File: config.mk
export PLATFORM = sky130hd
export DESIGN_NAME = crw_watchdog
export DESIGN_NICKNAME = d
export VERILOG_FILES = /design/src/rtl/crw_pkg.sv /design/src/rtl/crw_watchdog.sv
export SDC_FILE = /design/constraint.sdc
export NUM_CORES = 1
export LEC_CHECK = 0
export ABC_AREA = 1
export BUFFER_PORTS_ARGS = -buffer_cell sky130_fd_sc_hd__buf_2
export CORE_MARGIN = 2
export CORE_UTILIZATION = 30
export DETAILED_ROUTE_END_ITERATION = 7
export SETUP_SLACK_MARGIN = 0.15
export SLEW_MARGIN = 20
export SYNTH_ARGS = -nofsm -noshare
export SYNTH_HDL_FRONTEND = slang
export SYNTH_SLANG_ARGS = --single-unit
File: constraint.sdc
create_clock -name mclk_i -period 1.8 [get_ports mclk_i]
set_input_delay 0.27 -clock mclk_i [delete_from_list [all_inputs] [get_ports mclk_i]]
set_output_delay 0.27 -clock mclk_i [all_outputs]
set_load 0.02 [all_outputs]
File: src/rtl/crw_pkg.sv
// Package with constants for the runaway reset supervision counter
package crw_pkg;
	// Supervision interval: 2^20 oscillation clock periods
	localparam int          CRW_INTERVAL_LOG2  = 20;
	// Reset pulse width in machine cycles
	localparam int          CRW_PULSE_CYCLES   = 5;
	// Extra detection time on standby recovery, in ns
	localparam int          CRW_STANDBY_EXT_NS = 20000;
	// System clock period in ns (40 MHz)
	localparam int          CRW_CLK_PERIOD_NS  = 25;
	// Extra cycles, least time so rounded up
	localparam int          CRW_STANDBY_EXT_CYC =
		(CRW_STANDBY_EXT_NS + CRW_CLK_PERIOD_NS - 1) / CRW_CLK_PERIOD_NS;
	localparam int          CRW_EXT_W          = 11;
	localparam logic [CRW_EXT_W-1:0] CRW_EXT_ZERO = 11'h000;
	localparam logic [2:0]  CRW_PULSE_ZERO     = 3'h0;
	// Watchdog sequence states, Gray coded
	typedef enum logic [1:0] {
		CRW_ST_COUNT  = 2'b00,
		CRW_ST_EXTEND = 2'b01,
		CRW_ST_PULSE  = 2'b11
	} crw_state_t;
endpackage

File: src/rtl/crw_watchdog.sv
// Runaway reset supervision counter with low-voltage reset gating
`timescale 1ns/1ps
// Notes on behaviour
// RL1 - The counter runs by itself once the power-on reset is released.
// RL2 - Software clears the counter before 2^20 oscillation clock periods pass.
// RL3 - A timeout with no clear raises the internal reset output.
// RL4 - The timeout reset pulse lasts exactly five machine cycles.
// RL5 - In standby recovery the detection period is the maximum interval plus 20 us.
// RL6 - The counter halts and never times out while the processor is stopped.
// RL7 - A write of zero to the counter clear bit clears the counter.
// RL8 - Internal reset, oscillator stop, sleep, timebase or watch entry clear the counter.
// RL9 - A low-voltage reset during an internal RAM write waits until the write ends.
// RL10 - The low-voltage reset output is suppressed while an internal reset is out.
// RL11 - Each clear restarts from zero and a started pulse always runs its full width.

// The interval counter runs on the oscillation tick enable and the reset
// pulse on the machine tick enable; both come from dividers on mclk_i.
// A clear that meets a wrap in the same cycle wins, so software that clears
// at the last moment never sees a spurious reset.
// Clears are ignored during the pulse: a half-length reset is worse than
// a late restart of the counter.
// The low-voltage detector is the only input from outside the clock
// domain; every other input is assumed to come from logic on mclk_i.
module crw_watchdog
#(
	parameter int CNT_W    = crw_pkg::CRW_INTERVAL_LOG2,
	parameter int EXT_CYC  = crw_pkg::CRW_STANDBY_EXT_CYC
)
(
	input  wire logic mclk_i,
	input  wire logic rst_i,
	input  wire logic osc_tick_i,
	input  wire logic mach_tick_i,
	input  wire logic clr_wr_i,
	input  wire logic counter_clear_bit_i,
	input  wire logic cpu_stopped_i,
	input  wire logic standby_recover_i,
	input  wire logic int_reset_i,
	input  wire logic osc_stop_i,
	input  wire logic sleep_entry_i,
	input  wire logic tbt_watch_entry_i,
	input  wire logic lv_detect_i,
	input  wire logic ram_write_i,
	output logic      wdt_reset_o,
	output logic      lv_reset_o
);
	import crw_pkg::*;

	// Count at which the reset pulse ends on the next machine tick
	localparam logic [2:0] PULSE_LAST = 3'h1;
	// Widest interval counter the increment path is built for
	localparam int         CNT_W_MAX  = 31;
	// Widest extension the down counter can hold
	localparam int         EXT_MAX    = (1 << CRW_EXT_W) - 1;
	// Largest pulse length the three-bit pulse counter can hold
	localparam int         PULSE_MAX  = 7;

	// Refuse widths and counts the counters cannot hold
	generate
		if (CNT_W < 2 || CNT_W > CNT_W_MAX)
		begin : g_bad_cnt_w
			$error("crw_watchdog: CNT_W out of range");
		end
		if (EXT_CYC < 1 || EXT_CYC > EXT_MAX)
		begin : g_bad_ext_cyc
			$error("crw_watchdog: EXT_CYC out of range");
		end
		if (CRW_PULSE_CYCLES < 1 || CRW_PULSE_CYCLES > PULSE_MAX)
		begin : g_bad_pulse
			$error("crw_watchdog: pulse length out of range");
		end
	endgenerate

	// One oscillation period of counting; a stopped CPU freezes the count
	function automatic logic crw_advance
	(
		input logic tick,
		input logic stopped
	);
		return tick && !stopped;
	endfunction

	// Tick that ends the reset pulse; the state and the output share it
	// so that both agree on the final cycle
	function automatic logic crw_pulse_end
	(
		input logic       tick,
		input logic [2:0] count
	);
		return tick && (count == PULSE_LAST);
	endfunction

	crw_state_t          state_reg;
	logic [CNT_W-1:0]    cnt_reg;
	logic [CRW_EXT_W-1:0] ext_reg;
	logic [2:0]          pulse_reg;
	logic                lv_sync1_reg;
	logic                lv_sync2_reg;
	logic                clear_req;
	logic                wrap;
	logic                sw_clear;
	logic                hw_clear;
	logic                advance;
	logic                pulse_end;

	// Only a written zero clears; a written one is ignored
	assign sw_clear  = clr_wr_i && !counter_clear_bit_i;                     // RL7
	// Every internal cause clears, so a recovered core starts afresh
	assign hw_clear  = int_reset_i
		|| osc_stop_i
		|| sleep_entry_i
		|| tbt_watch_entry_i;                                            // RL8
	assign clear_req = sw_clear || hw_clear;
	// Counting and pulse end, decoded once for all users
	assign advance   = crw_advance(osc_tick_i, cpu_stopped_i);               // RL1 RL6
	assign pulse_end = crw_pulse_end(mach_tick_i, pulse_reg);                // RL4
	assign wrap      = advance && (&cnt_reg);

	// Sequence: count, optional standby extension, reset pulse
	always_ff @(posedge mclk_i or posedge rst_i)
	begin
		if (rst_i)
		begin
			state_reg <= CRW_ST_COUNT;
			cnt_reg   <= '0;
			ext_reg   <= CRW_EXT_ZERO;
			pulse_reg <= CRW_PULSE_ZERO;
		end
		else
		begin
			case (state_reg)
				CRW_ST_COUNT:
				begin
					if (clear_req)
						cnt_reg <= '0;                                 // RL11
					else if (wrap)
					begin
						cnt_reg <= '0;
						if (standby_recover_i)
						begin
							state_reg <= CRW_ST_EXTEND;            // RL5
							ext_reg   <= CRW_EXT_W'(EXT_CYC - 1);
						end
						else
						begin
							state_reg <= CRW_ST_PULSE;             // RL3
							pulse_reg <= 3'(CRW_PULSE_CYCLES);
						end
					end
					else if (advance)                             // RL1 RL6
						cnt_reg <= cnt_reg + 1'b1;
				end
				CRW_ST_EXTEND:
				begin
					// Stopped CPU holds the extension too
					if (clear_req)
						state_reg <= CRW_ST_COUNT;
					else if (!cpu_stopped_i)                       // RL6
					begin
						if (ext_reg == CRW_EXT_ZERO)
						begin
							state_reg <= CRW_ST_PULSE;             // RL5
							pulse_reg <= 3'(CRW_PULSE_CYCLES);
						end
						else
							ext_reg <= ext_reg - 1'b1;
					end
				end
				CRW_ST_PULSE:
				begin
					// Clears ignored until pulse ends
					cnt_reg <= '0;                                     // RL11
					if (pulse_end)
					begin
						state_reg <= CRW_ST_COUNT;
						pulse_reg <= CRW_PULSE_ZERO;
					end
					else if (mach_tick_i)
					begin
						pulse_reg <= pulse_reg - 1'b1;             // RL4
					end
				end
				default:
					state_reg <= CRW_ST_COUNT;
			endcase
		end
	end

	// Registered reset output
	always_ff @(posedge mclk_i or posedge rst_i)
	begin
		if (rst_i)
			wdt_reset_o <= 1'b0;
		else
			wdt_reset_o <= (state_reg == CRW_ST_PULSE)              // RL3 RL4
				&& !pulse_end;
	end

	// Detector is analog, so synchronise it first
	always_ff @(posedge mclk_i or posedge rst_i)
	begin
		if (rst_i)
		begin
			lv_sync1_reg <= 1'b0;
			lv_sync2_reg <= 1'b0;
		end
		else
		begin
			lv_sync1_reg <= lv_detect_i;
			lv_sync2_reg <= lv_sync1_reg;
		end
	end

	// Low-voltage reset held off by RAM writes and internal reset
	always_ff @(posedge mclk_i or posedge rst_i)
	begin
		if (rst_i)
			lv_reset_o <= 1'b0;
		else
			lv_reset_o <= lv_sync2_reg && !ram_write_i               // RL9
				&& !wdt_reset_o && !int_reset_i;                       // RL10
	end
endmodule

==> impl_metrics.json <==
{
  "syn_inst": 379,
  "rows": 34,
  "cp-start-kind": "flop",
  "final_nets": 441,
  "endpoint_kind": "flop",
  "worstPathRequired_ps": 2030,
  "viasPerCell": 4.57,
  "outcome": "finished, final reports clean",
  "synth_area_leaders": "dfrtp_1 38%, nand2_1 17%, nand3_1 7.8%",
  "syn_to_final_growth_pct": 22.4,
  "synth_mux_area_frac": 0,
  "period_share": 0.899,
  "fillCellCount": 908,
  "pwr_density_cell_nw_per_um2": 1460,
  "route.met2.wl_um": 3030,
  "maxSlewHeadroom": 0.379,
  "max-vdd-ir-drop_mv": 0.562,
  "grt_pass1_wl_um": 10100,
  "hold_viol": 0,
  "p_total_w": 0.00467,
  "max_freq_mhz": 618,
  "fp.dieW_um": 97.5,
  "synth-seq-cells": 40,
  "die-area_um2": 9500,
  "drt_iter0_drc": 101,
  "coreArea_um2": 8590,
  "power_frac_clock": 0.160,
  "hold_buffers": 0,
  "grtUsageTotal": 0.128,
  "cts_tree": "yes",
  "ys_types": 30,
  "critPathMaxFanout": 8,
  "power.switching_w": 0.00205,
  "via_count": 2412,
  "worst_pin_slew_ps": 926,
  "maxSlewViolCount": 0,
  "cts_buffer_depth": 2,
  "grt_start_max_net_pins": 26,
  "min_period_ps": 1620,
  "drive_gt1_frac": 0.202,
  "drtAntennaViolNets": 0,
  "finalClockSkew_ps": 14.9,
  "syn_area_um2": 2620,
  "yosys.area.top_type": "dfrtp_1",
  "antenna_cells": 0,
  "synthAdderAreaFrac": 0.0382,
  "clkTransAtPathRegs_ps": 90,
  "syn-num-nets": 401,
  "die_h_um": 97.5,
  "crit_arrival_ps": 1840,
  "avgRoutedWirePerCell_um": 11.7,
  "place_inst": 507,
  "synth-simple-area-share": 0.407,
  "clock_latency_ps": 300,
  "antenna_found_initial": 0,
  "cap_violations": 0,
  "multiInputGateArea_um2": 1460,
  "routed_wirelength_um": 6200,
  "numCtsBuffers": 5,
  "clockRootBuffer": "clkbuf_8",
  "final_cells": 528,
  "grt_overflow": 0,
  "synth_compound_area_frac": 0.0669,
  "io_pins": 16,
  "synth-xor-area-share": 0.00669,
  "leakage_nw": 1.55,
  "synth_top_family_by_area": "simple AND/OR/NAND/NOR gates",
  "synth_warnings": 0,
  "io_buffer_count": 15,
  "dr.pass1.iters": 4,
  "hp-class": "in -> async",
  "htree_num_levels": 2,
  "switching_share": 0.439,
  "dp_hpwl_um": 4200,
  "worst-setup-path-type": "reg -> reg",
  "setup_viol": 0,
  "grt_setup_unrepaired": "yes",
  "wl_met1_um": 3010,
  "route.met3.wl_um": 132,
  "regArea_um2": 1000,
  "yosysSeqAreaShare": 0.382,
  "combPwrFrac": 0.569,
  "synthDominantCellAreaShare": 0.382,
  "drc": 0,
  "avgSynthCellArea_um2": 6.91,
  "place_congestion": 0.822,
  "largest_register_ffs": 20,
  "cts.sinks": 40,
  "start_util": 0.305,
  "grt_pass1_vias": 2223,
  "intPower_w": 0.00262,
  "pwr-share-seq": 0.271,
  "tns_ps": 0,
  "dr.max_layer_used": "met4"
}
-- power by group through the flow --
stage          combinational [W]  sequential (W)  clock [W]
4_1_cts                  0.00209         0.00125   0.000763
6_report                 0.00266         0.00126   0.000747
3_5_place_dp             0.00196         0.00126          0
3_3_place_gp             0.00193         0.00126          0
2_1_floorplan            0.00157         0.00123          0
5_1_grt                  0.00296         0.00129   0.000809
-- timing repair --
item                       CTS  global route
setup endpoints to repair   30            36
cloned                       1             2
gates resized for setup      7            28
pin swaps                    0            11
buffers inserted             2             8
-- per-stage QoR --
step	hold WS, ps	setup WS, ps	util	cell area (um^2)
after detailed placement	336	58.9	0.332	2850
after global placement	333	79.2	0.332	2850
after floorplan	301	190	-	2620
after CTS	79.5	136	0.349	3000
final	48.3	182	0.373	3210
after global routing	81.8	72.4	0.373	3210
-- synthesized netlist by cell type (all sizes together) --
cell    number
nand2      127
nor2        57
inv         50
nand3       45
dfrtp       40
o21ai       18
a21oi        8
ha           8
buf          6
nand4        5
nor3         5
a31oi        2
o21bai       2
clkbuf       1
nand3b       1
nor4         1
o22ai        1
xnor2        1
xor2         1
-- area by class of cell --
type	instances	share of cell area
timing repair buffer	40	0.0971
inverter	50	0.0585
tap	108	0.0421
sequential	40	0.312
multi-input combinational	282	0.456
clock buffer	6	0.0226
clock inverter	2	0.0109
-- worst paths after layout --
| check | start | end | slack [ps] | cells after the start |
|---|---|---|---|---|
| max reg2reg | cnt_reg[9]$_DFFE_PP0P_ | ext_reg[6]$_DFFE_PP0P_ | 180 | 9 |
| min in group mclk_i | lv_detect_i | lv_sync1_reg$_DFF_PP0_ | 90 | 1 |
| min | rst_i | cnt_reg[15]$_DFFE_PP0P_ | 50 | 2 |
| max | cnt_reg[9]$_DFFE_PP0P_ | ext_reg[6]$_DFFE_PP0P_ | 180 | 9 |
| max in group asynchronous | rst_i | ext_reg[3]$_DFFE_PP0P_ | 1120 | 3 |
| min reg2reg | lv_sync1_reg$_DFF_PP0_ | lv_sync2_reg$_DFF_PP0_ | 340 | 0 |
-- per-layer routing --
metal	vias to the layer above	GRT usage
met1	1119	0.173
li1	1269	-
met4	0	0.0224
met3	4	0.0252
met2	20	0.216
met5	-	0
-- cell families after synthesis --
family / after synthesis
flip-flops: 40
AND/OR/NAND/NOR: 241
XOR/XNOR: 2
adder cells (fa/ha/maj): 8
buffers and inverters: 57
AO/OA/AOI/OAI: 31
-- worst max-delay path, stage by stage, from the launching register on --
cell	delay [ps]
dfrtp_1	430
nand2_2	130
nor2_1	170
nand3_2	130
nor2_4	190
nand2_4	80
nand2_8	120
buf_12	120
nand3_1	80
nand2_1	70
-- cells in the final DEF (no fill, tap or decap), types with 2 or more instances in the layout --
cell type and instances:
nand2_1 120, nor2_1 48, inv_1 42, nand3_1 40, dfrtp_1 39, buf_4 19
buf_2 15, o21ai_0 12, inv_2 7, a21oi_1 7, nor2_4 5, nand3_2 5
nand4_1 5, ha_1 5, clkbuf_8 5, nand2_2 4, nor3_1 4, nor2_2 4
o21ai_4 3, buf_6 3, nand2_8 2, a31oi_1 2, o21ai_1 2, o21bai_1 2
ha_4 2
Power figures use the tool's default switching activity.
